[src/design/tx_mod_consts.vh]
// constants for the transmit digital modulator
`ifndef TX_MOD_CONSTS_VH
`define TX_MOD_CONSTS_VH
`define MOD_2FSK 3'h0
`define MOD_4FSK 3'h1
`define MOD_2GFSK 3'h2
`define MOD_4GFSK 3'h3
`define MOD_ASK 3'h5
`define MOD_POLAR 3'h6
`define MOD_CW 3'h7
`define MOD_CW_BYTE 8'h77
`define SRC_PN9 2'h3
`define PN9_SEED 9'h1ff
`define FIR_FILTER 2'h0
`define FIR_RAMP 2'h1
`define FIR_SWITCH 2'h2
`define EQU_OFF 2'h0
`define EQU_SINGLE 2'h1
`define EQU_DUAL 2'h2
`define PHASES 3'h7
`define INTERP_BASE_LOG 3'h6
`define EXP_NO_INTERP 4'hb
`define EXP_INTERP_SCALE 4'h5
`define EXP_INTEGER 4'hf
`define FIFO_DEPTH 32
`define FIFO_AW 5
`endif

[src/design/tx_digital_modulator_shaping.v]
// transmit modulator: rate generator, shaping, amplitude keying, polar and test sources
// Function
// - gaussian shaping with bt selectable as 1 or 0.5 in gfsk modes
// - gaussian filter gives one output value per symbol from an eight-symbol history
// - frequency interpolation factor 64, halved per exponent above 5, off at 11
// - isi equalizer control can disable it or choose single or dual pass
// - ook/ask: one at max index level, zero at entry 0
// - nonzero symbol map select inverts the amplitude bit mapping
// - ask ramps entry 0 to max for one, reverse for zero; step width plus one eighths of a symbol
// - repeated ones hold maximum, repeated zeros hold minimum power
// - power interpolation between table values with the same factor rule
// - for exponent 5 or more amplifier ticks 8 to 4 clocks apart
// - smoothing fir for ook: filter, ramp or switch configurations; FIR_RAMP switches between entry 0 and max the same as switch
// - polar mode reads one byte per sample tick, so byte pairs at four times the data rate
// - polar first byte signed; deviation times value over 128
// - polar second byte drives amplifier power directly
// - polar never stops alone; only abort; host refills queue beyond 32
// - modulation byte 0x77 gives continuous carrier until abort
// - source select 3 gives continuous pn9 data until abort
// - symbol rate from mantissa and exponent, integer divider at exponent 15
// - fractional divider below exponent 15, jitter-free integer divider at 15
`include "tx_mod_consts.vh"
module tx_digital_modulator_shaping (
    input wire clk,
    input wire nrst,
    input wire txStart,
    input wire abort_command,
    input wire [7:0] modulation_select,
    input wire [1:0] tx_source_select,
    input wire gauss_bt_select,
    input wire freq_interp_enable,
    input wire power_interp_enable,
    input wire [3:0] rate_exponent_field,
    input wire [15:0] rate_mantissa,
    input wire [1:0] isi_equalizer_control,
    input wire [1:0] symbol_map_select,
    input wire [63:0] power_level_table,
    input wire [2:0] max_level_index,
    input wire [1:0] ramp_step_width,
    input wire smoothing_fir_enable,
    input wire [1:0] fir_mode,
    input wire digital_ramp_enable,
    input wire [1:0] bessel_cutoff_select,
    input wire [15:0] freq_deviation,
    input wire [7:0] txData,
    input wire txDataValid,
    output wire txDataReady,
    output reg txBusy,
    output reg [15:0] freqWord,
    output reg [7:0] powerWord,
    output reg sampleTick,
    output reg [1:0] equalizerMode,
    output reg [1:0] besselCutoff,
    output reg [5:0] queueLevel
);
    // stored power table entry i lives at bits 8i+7:8i
    function [7:0] tableEntry;
        input [63:0] tab;
        input [2:0] idx;
        begin
            tableEntry = tab[idx*8 +: 8];
        end
    endfunction
    // log2 of interpolation factor; zero means no interpolation
    function [2:0] interpLog;
        input [3:0] e;
        begin
            if (e < `EXP_INTERP_SCALE) begin
                interpLog = `INTERP_BASE_LOG;
            end else if (e >= `EXP_NO_INTERP) begin
                interpLog = 3'h0;
            end else begin
                interpLog = `INTERP_BASE_LOG - e[2:0] + 3'h5;
            end
        end
    endfunction
    // one linear interpolation step: signed difference scaled down by the factor
    function [16:0] interpStep;
        input [16:0] diff;
        input [2:0] lg;
        begin
            interpStep = $signed(diff) >>> lg;
        end
    endfunction

    wire [7:0] fifoOut;
    wire fifoValid;
    reg fifoPop;
    wire [5:0] fifoLevel;
    tx_mod_fifo #(.WIDTH(8), .DEPTH(`FIFO_DEPTH), .AW(`FIFO_AW)) queue (
        .clk(clk),
        .nrst(nrst),
        .inData(txData),
        .inValid(txDataValid),
        .inReady(txDataReady),
        .outData(fifoOut),
        .outValid(fifoValid),
        .outReady(fifoPop),
        .level(fifoLevel)
    );

    // rate generator: phase accumulator below exponent 15, integer counter at 15
    reg [32:0] phaseAcc;
    reg [18:0] intCount;
    wire [3:0] e = rate_exponent_field;
    // sample rate is eight times the symbol rate; exponent 14 saturates at one tick per clock
    wire [4:0] stepShift = {1'b0, e} + 5'h3;
    wire [35:0] stepWide = (e == 4'h0) ? {16'h0, rate_mantissa, 4'h0} :
        ({19'h0, 1'b1, rate_mantissa} << stepShift);
    wire [32:0] sampleStep = (stepWide[35:33] != 3'h0) ? {33{1'b1}} : stepWide[32:0];
    wire [33:0] accSum = {1'b0, phaseAcc} + {1'b0, sampleStep};
    wire fracTick = accSum[33];
    wire intTick = (intCount == 19'h0) && (rate_mantissa != 16'h0);
    wire rateTick = (e == `EXP_INTEGER) ? intTick : fracTick;

    // amplifier update ticks every clock below exponent 5, clamped to 4..8 clocks at high rates
    reg [3:0] ampDiv;
    // span falls with the mantissa: 8 clocks at zero, 4 at full scale
    wire [16:0] mantPlus = {1'b0, rate_mantissa} + 17'h1;
    wire [3:0] ampSpan = 4'h8 - {1'b0, mantPlus[16:14]};
    wire ampTick = (e >= `EXP_INTERP_SCALE) ? (ampDiv == 4'h0) : 1'b1;

    reg [2:0] phase;
    reg [8:0] pn9;
    reg curBit;
    reg prevBit;
    reg [7:0] gaussHist;
    reg [3:0] stepCount;
    reg [2:0] rampIdx;
    reg [7:0] powerTarget;
    reg [7:0] interpPower;
    reg [15:0] freqTarget;
    reg [15:0] interpFreq;
    reg [7:0] polarFreq;
    reg polarHalf;
    reg [7:0] firHist;

    localparam ST_IDLE = 3'b001;
    localparam ST_RUN = 3'b010;
    localparam ST_CW = 3'b100;
    reg [2:0] state;
    reg [2:0] next_state;

    wire isCw = (modulation_select == `MOD_CW_BYTE);
    wire [2:0] modType = modulation_select[2:0];
    wire isPolar = (modType == `MOD_POLAR);
    wire isAsk = (modType == `MOD_ASK);
    wire isGauss = (modType == `MOD_2GFSK) || (modType == `MOD_4GFSK);
    wire usePn9 = (tx_source_select == `SRC_PN9);
    wire mapBit = curBit ^ (symbol_map_select != 2'h0);
    wire [7:0] pMax = tableEntry(power_level_table, max_level_index);
    wire [7:0] pMin = tableEntry(power_level_table, 3'h0);

    always @* begin
        next_state = state;
        case (state)
            ST_IDLE: begin
                if (txStart) begin
                    next_state = isCw ? ST_CW : ST_RUN;
                end
            end
            ST_RUN: begin
                if (abort_command) begin
                    next_state = ST_IDLE;
                end
            end
            ST_CW: begin
                if (abort_command) begin
                    next_state = ST_IDLE;
                end
            end
            default: begin
                next_state = ST_IDLE;
            end
        endcase
    end

    // gaussian tap weights over an 8-bit history; bt 0.5 spreads wider
    reg [15:0] gaussOut;
    integer k;
    always @* begin
        gaussOut = 16'h0;
        for (k = 0; k < 8; k = k + 1) begin
            if (gaussHist[k]) begin
                if (gauss_bt_select) begin
                    gaussOut = gaussOut + ((k >= 2 && k <= 5) ? (freq_deviation >> 2) : 16'h0);
                end else begin
                    gaussOut = gaussOut + ((k >= 1 && k <= 6) ? (freq_deviation / 16'h6) : 16'h0);
                end
            end
        end
    end

    // smoothing fir: eight-times oversampled moving average of the bit
    reg [3:0] firOnes;
    integer j;
    always @* begin
        firOnes = 4'h0;
        for (j = 0; j < 8; j = j + 1) begin
            firOnes = firOnes + {3'h0, firHist[j]};
        end
    end

    wire running = (state == ST_RUN);
    wire [2:0] iLog = interpLog(e);
    wire [8:0] powDiff = {1'b0, powerTarget} - {1'b0, interpPower};
    wire [16:0] frqDiff = {1'b0, freqTarget} - {1'b0, interpFreq};
    wire [16:0] powStep = interpStep({{8{powDiff[8]}}, powDiff}, iLog);
    wire [16:0] frqStep = interpStep(frqDiff, iLog);
    wire [32:0] polarProd = $signed({{8{polarFreq[7]}}, polarFreq}) * $signed({1'b0, freq_deviation});
    wire [11:0] firProd = pMax * firOnes;

    always @* begin
        // outside polar and carrier modes one byte per symbol is taken unless pn9 is the source, so the queue drains
        fifoPop = running && rateTick && fifoValid &&
            (isPolar || (phase == `PHASES && !usePn9));
    end

    always @(posedge clk or negedge nrst) begin
        if (!nrst) begin
            state <= ST_IDLE;
            phaseAcc <= 33'h0;
            intCount <= 19'h0;
            ampDiv <= 4'h0;
            phase <= 3'h0;
            pn9 <= `PN9_SEED;
            curBit <= 1'b0;
            prevBit <= 1'b0;
            gaussHist <= 8'h0;
            stepCount <= 4'h0;
            rampIdx <= 3'h0;
            powerTarget <= 8'h0;
            interpPower <= 8'h0;
            freqTarget <= 16'h0;
            interpFreq <= 16'h0;
            polarFreq <= 8'h0;
            polarHalf <= 1'b0;
            firHist <= 8'h0;
            txBusy <= 1'b0;
            freqWord <= 16'h0;
            powerWord <= 8'h0;
            sampleTick <= 1'b0;
            equalizerMode <= `EQU_OFF;
            besselCutoff <= 2'h0;
            queueLevel <= 6'h0;
        end else begin
            state <= next_state;
            txBusy <= (next_state != ST_IDLE);
            equalizerMode <= isi_equalizer_control;
            besselCutoff <= bessel_cutoff_select;
            queueLevel <= fifoLevel;
            phaseAcc <= accSum[32:0];
            if (intTick || intCount == 19'h0) begin
                // one sample every mantissa clocks, eight samples per symbol
                intCount <= {3'h0, rate_mantissa} - 19'h1;
            end else begin
                intCount <= intCount - 19'h1;
            end
            ampDiv <= (ampDiv == 4'h0) ? ampSpan - 4'h1 : ampDiv - 4'h1;
            sampleTick <= rateTick && (state != ST_IDLE);
            // outputs drop on the abort edge itself, not one cycle later
            if (next_state == ST_IDLE || state == ST_IDLE) begin
                powerWord <= 8'h0;
                freqWord <= 16'h0;
                polarHalf <= 1'b0;
                phase <= 3'h0;
                stepCount <= 4'h0;
                rampIdx <= 3'h0;
            end else if (state == ST_CW) begin
                freqWord <= 16'h0;
                powerWord <= pMax;
            end else if (isPolar) begin
                if (fifoPop) begin
                    polarHalf <= ~polarHalf;
                    if (!polarHalf) begin
                        polarFreq <= fifoOut;
                    end else begin
                        // signed sample scaled by deviation over 128
                        freqWord <= polarProd[22:7];
                        powerWord <= fifoOut;
                    end
                end
            end else begin
                if (rateTick) begin
                    phase <= phase + 3'h1;
                    firHist <= {firHist[6:0], mapBit};
                    if (phase == `PHASES) begin
                        prevBit <= mapBit;
                        curBit <= usePn9 ? pn9[0] : (fifoValid ? fifoOut[0] : 1'b0);
                        pn9 <= {pn9[0] ^ pn9[5], pn9[8:1]};
                        gaussHist <= {gaussHist[6:0], mapBit};
                    end
                    freqTarget <= isGauss ? gaussOut : (mapBit ? freq_deviation : 16'h0);
                    if (isAsk) begin
                        if (smoothing_fir_enable) begin
                            case (fir_mode)
                                `FIR_FILTER: powerTarget <= firProd[10:3];
                                `FIR_RAMP: powerTarget <= mapBit ? pMax : pMin;
                                default: powerTarget <= mapBit ? pMax : pMin;
                            endcase
                        end else if (digital_ramp_enable && mapBit != prevBit) begin
                            // ramp steps last ramp_step_width+1 eighths of a symbol
                            if (stepCount >= {2'h0, ramp_step_width}) begin
                                stepCount <= 4'h0;
                                if (mapBit && rampIdx != max_level_index) begin
                                    rampIdx <= rampIdx + 3'h1;
                                end else if (!mapBit && rampIdx != 3'h0) begin
                                    rampIdx <= rampIdx - 3'h1;
                                end
                            end else begin
                                stepCount <= stepCount + 4'h1;
                            end
                            powerTarget <= tableEntry(power_level_table, rampIdx);
                        end else begin
                            rampIdx <= mapBit ? max_level_index : 3'h0;
                            powerTarget <= mapBit ? pMax : pMin;
                        end
                    end else begin
                        powerTarget <= pMax;
                    end
                end
                if (ampTick) begin
                    if (power_interp_enable && iLog != 3'h0) begin
                        interpPower <= interpPower + powStep[7:0];
                    end else begin
                        interpPower <= powerTarget;
                    end
                    if (freq_interp_enable && isGauss && iLog != 3'h0) begin
                        interpFreq <= interpFreq + frqStep[15:0];
                    end else begin
                        interpFreq <= freqTarget;
                    end
                    powerWord <= interpPower;
                    freqWord <= interpFreq;
                end
            end
        end
    end
endmodule

[src/design/tx_mod_fifo.v]
// parameterised valid/ready fifo in flip-flops
module tx_mod_fifo #(
    parameter WIDTH = 8,
    parameter DEPTH = 32,
    parameter AW = 5
) (
    input wire clk,
    input wire nrst,
    input wire [WIDTH-1:0] inData,
    input wire inValid,
    output wire inReady,
    output wire [WIDTH-1:0] outData,
    output wire outValid,
    input wire outReady,
    output wire [AW:0] level
);
    reg [WIDTH-1:0] mem [0:DEPTH-1];
    reg [AW-1:0] wrPtr;
    reg [AW-1:0] rdPtr;
    reg [AW:0] count;
    wire doWrite = inValid && inReady;
    wire doRead = outValid && outReady;
    assign inReady = (count != DEPTH[AW:0]);
    assign outValid = (count != {(AW+1){1'b0}});
    assign outData = mem[rdPtr];
    assign level = count;
    always @(posedge clk) begin
        if (doWrite) begin
            mem[wrPtr] <= inData;
        end
    end
    always @(posedge clk or negedge nrst) begin
        if (!nrst) begin
            wrPtr <= {AW{1'b0}};
            rdPtr <= {AW{1'b0}};
            count <= {(AW+1){1'b0}};
        end else begin
            if (doWrite) begin
                wrPtr <= wrPtr + 1'b1;
            end
            if (doRead) begin
                rdPtr <= rdPtr + 1'b1;
            end
            if (doWrite && !doRead) begin
                count <= count + 1'b1;
            end else if (doRead && !doWrite) begin
                count <= count - 1'b1;
            end
        end
    end
endmodule

[config.mk]
export PLATFORM = sky130hd
export DESIGN_NAME = tx_digital_modulator_shaping
export DESIGN_NICKNAME = d
export VERILOG_FILES = /design/src/design/tx_digital_modulator_shaping.v /design/src/design/tx_mod_fifo.v
export VERILOG_INCLUDE_DIRS = /design/src /design/src/design
export SDC_FILE = /design/constraint.sdc
export NUM_CORES = 2
export LEC_CHECK = 0
export BUFFER_PORTS_ARGS = -buffer_cell sky130_fd_sc_hd__buf_2
export CAP_MARGIN = 0
export CORE_MARGIN = 4
export CORE_UTILIZATION = 25
export CTS_CLUSTER_DIAMETER = 80
export DETAILED_ROUTE_END_ITERATION = 6
export PLACE_DENSITY = 0.36
export RECOVER_POWER = 25
export SLEW_MARGIN = 0
export SYNTH_ARGS = -nofsm -noshare
export SYNTH_HDL_FRONTEND = slang
export SYNTH_SLANG_ARGS = --single-unit
[constraint.sdc]
create_clock -name clk -period 9.3 [get_ports clk]
set_input_delay 2.79 -clock clk [delete_from_list [all_inputs] [get_ports clk]]
set_output_delay 2.79 -clock clk [all_outputs]
set_load 0.05 [all_outputs]
==> impl_metrics.toml <==
[clock_network]
cts_buffers = 57
cts_max_level = 2
cts_max_path_buffers = 3
ctsHoldBuffers = 0
numClockSinks = 459
cts_tree = "built"
cts-root-buf = "clkbuf_16"
insertion_delay_ps = 670
cts.reportedPaths.clkPinSlew_ps = 60

[sta]
hold_viol = 0
final.setup.tns_ps = -16900
slew_viol_final = 178
post-route-period-util_pct = 122
max_freq_mhz = 88.3
relSlewSlack_pct = -94.2
fin_ws_ps = -2030
min_period_ps = 11330
setup-violations-final = 14
fin_skew_ps = 44.8
tightest_slew_ps = 2910
rsz0062_at_grt = "yes"

[setup_path]
worstPathArrival_ps = 11860
reg2reg_to = "freqTarget[15]"
crit_path_max_fanout = 6
crit_top_cell = "o21a_1"
worst-r2r-cell-count = 31
r2r-start = "gaussHist[1]"
worstSetupPathType = "in -> reg"
critical_path.startpoint_type = "input port"
worst_path_max_delay_cell = "mux4_2"
cp_slowest_stage_delay_ps = 500
crit_buf_inv = 2
cp.required_ps = 9830
path_delay_family = "compound AO/OA/AOI/OAI gates"
cp-startpoint = "freq_deviation[12]"
cp-end-kind = "flip-flop"
r2r_setup_slack_ps = 2090

[final_layout]
area_delta_synth_final_pct = 27.1
finalInstanceArea_mm2 = 0.0447
nets = 4475
drive_gt1_share_pct = 28.4

[drt]
vias = 27600
drc = 0
post_drt_wl_per_cell_um = 19.8
routed_wirelength_um = 117000
first_iter_violations = 1498
antenna_left = 0
firstDrtPassIters = 5
drt-vias-per-instance = 4.67

[die]
initial_core_util_pct = 25.2
dieArea_mm2 = 0.147
ios = 178
die_w_um = 383
placement_rows = 137
coreArea_mm2 = 0.140
die_y_um = 383

[power_and_ir_drop]
cellPowerDensity_mw_per_mm2 = 222
leakagePower_nw = 18.7
ir_drop_mv = 0.162

[run]
drv.max_cap_violation_count = 6

[synth]
synthSimpleGateAreaFrac_pct = 12.0
synth_compound_area_share_pct = 14.6
ys_warn_count = 0
synth_top_family_by_area = "adder cells"
synth-edff-count = 256
synth_fp_nets = 3962
synthAdderAreaFrac_pct = 14.8
synth_area_leaders = "edfxtp_1 (22%), dfrtp_1 (14%), ha_1 (8.4%)"
syn_inst = 3473
synth-xor-area-share_pct = 5.18
synth_largest_area_cell = "edfxtp_1"
synth_ff_type = "edfxtp_1"
synthMuxAreaShare_pct = 12.1
ys_ff_latch = 459
synth_top_area_share_pct = 21.9
ys_types = 83
synthArstFlopShare_pct = 44.2
syn_area_per_cell_um2 = 10.1
syn_area_mm2 = 0.0352
yosysSeqAreaShare_pct = 36.3

[grt]
antenna_found_initial = 7
grt_overflow_total = 0
grt_pass1_vias = 28300
grt_pass1_wl_um = 177000
groute.usage.overall_pct = 15.7
grt_start_max_net_pins = 105

[hold_path]
hp-class = "reg -> reg"
hold_path_end = "queueLevel[3]"
worstHoldStart = "queue.level[3]"
holdPathStages = 0

[status]
status = "finished, violations left"
violations = "capacitance limit, slew limit, setup timing"

[place]
gp_congestion = 0.797
dp_hpwl_um = 89400
port-buffer-count = 177
dpl-instance-area_mm2 = 0.0413
## routing by layer
layer	vias up	global-route usage (%)	share of wire (%)
li1	13500	-	-
met4	2	2.85	1.7
met2	439	24.7	44
met3	103	1.79	3.6
met5	-	0	0.017
met1	13600	23.3	50
## how the worst max path moves through the flow
| stage | slack, ps | cells after the start | endpoint |
|---|---|---|---|
| floorplan | -2330 | 46 | freqTarget[15] |
| global placement | -2830 | 45 | freqTarget[14] |
| finish | -2030 | 42 | freqTarget[15] |
| CTS | -1920 | 49 | freqTarget[15] |
| global route | -2460 | 53 | freqTarget[15] |
| detailed placement | -3000 | 47 | freqTarget[15] |
## stage by stage
step | utilization [%] | setup slack, ps | power (mW) | cells | hold WS [ps]
2_1_floorplan | - | -2330 | 6.04 | 3473 | 392
3_5_place_dp | 29.6 | -3000 | 7.50 | 5756 | 451
6_report | 32.0 | -2030 | 9.94 | 5914 | 451
3_3_place_gp | 29.6 | -2830 | 7.51 | 5756 | 451
4_1_cts | 31.5 | -1920 | 10.0 | 5896 | 468
5_1_grt | 32.0 | -2460 | 10.7 | 5910 | 476
## worst register-to-register path, delay by kind of cell, from the launching register on
kind	cells	cell delay, ps
XOR/XNOR	2	250
AND/OR/NAND/NOR	6	790
AO/OA/AOI/OAI	13	2260
buffers and inverters	1	210
flip-flops	1	500
multiplexers	4	1100
adder cells (fa/ha/maj)	5	1960
## where the power goes
part / switching, mW / total, mW / internal, mW
registers: 0.257 / 2.71 / 2.45
logic: 2.64 / 4.84 / 2.20
clock network: 0.994 / 2.39 / 1.40
total: 3.89 / 9.94 / 6.05
## registers in the layout, indices dropped and copies added, names as in the netlist, 3 cells and up
register,flops
state,3
gaussHist,7
interpPower,8
queueLevel,6
stepCount,4
queue.rdPtr,5
interpFreq,16
phase,3
queue.level,6
phaseAcc,33
polarFreq,8
pn9,9
rampIdx,3
intCount,19
firHist,8
queue.mem,256
ampDiv,4
powerWord,8
powerTarget,8
queue.wrPtr,5
freqTarget,16
freqWord,16
## synthesized netlist by cell type (46+ instances only)
cell type	n
clkbuf_1	165
a21o_1	46
o21bai_1	64
fa_1	111
mux2_2	53
nor2_1	240
mux2i_1	82
a211oi_1	48
ha_1	237
edfxtp_1	256
nand2_1	316
xor2_1	50
mux4_2	125
a21oi_1	247
xnor2_1	158
dfrtp_1	193
o21ai_0	212
and2_1	82
nor3_1	50
inv_1	279
## repair_timing
item | 4_1_cts | 5_1_grt
pin swaps | 74 | 109
setup endpoints to repair | 14 | 17
buffers inserted | 38 | 26
gates cloned | 1 | 0
gates resized for setup | 111 | 123
## layout by cell type, fill, tap and decap left out, drive strengths merged, types with 13 or more instances in the layout
cell	n
fa	111
mux2i	82
inv	285
and3	14
mux2	54
nand4	14
mux4	125
ha	237
o211ai	13
o21a	21
xnor2	158
xor2	50
o21bai	64
or3	14
nor3	50
clkinv	32
dfrtp	193
a31oi	21
a21oi	249
nand2	317
buf	636
nand2b	38
o31ai	33
a21o	46
edfxtp	256
nand3	36
clkbuf	70
a211oi	48
nor4	15
and2	82
nor2b	38
o21ai	215
nor2	240
## kinds of logic (layout without fill, tap and decap cells)
family	Yosys count	in the layout
AO/OA/AOI/OAI	819	820
XOR/XNOR	208	208
adder cells (fa/ha/maj)	348	348
buffers and inverters	475	1035
flip-flops	459	459
multiplexers	261	261
other	0	4
AND/OR/NAND/NOR	903	903
## cell type report
type | instances | area (um2)
Clock inverter | 46 | 557
Tap cell | 1876 | 2350
Clock buffer | 61 | 1450
Fill cell | 14500 | 95000
Sequential cell | 459 | 12800
Multi-Input combinational cell | 2540 | 21900
Antenna cell | 4 | 10.0
Inverter | 283 | 1060
Timing Repair Buffer | 645 | 4580
Note: power is estimated with default switching activity, not from simulation.
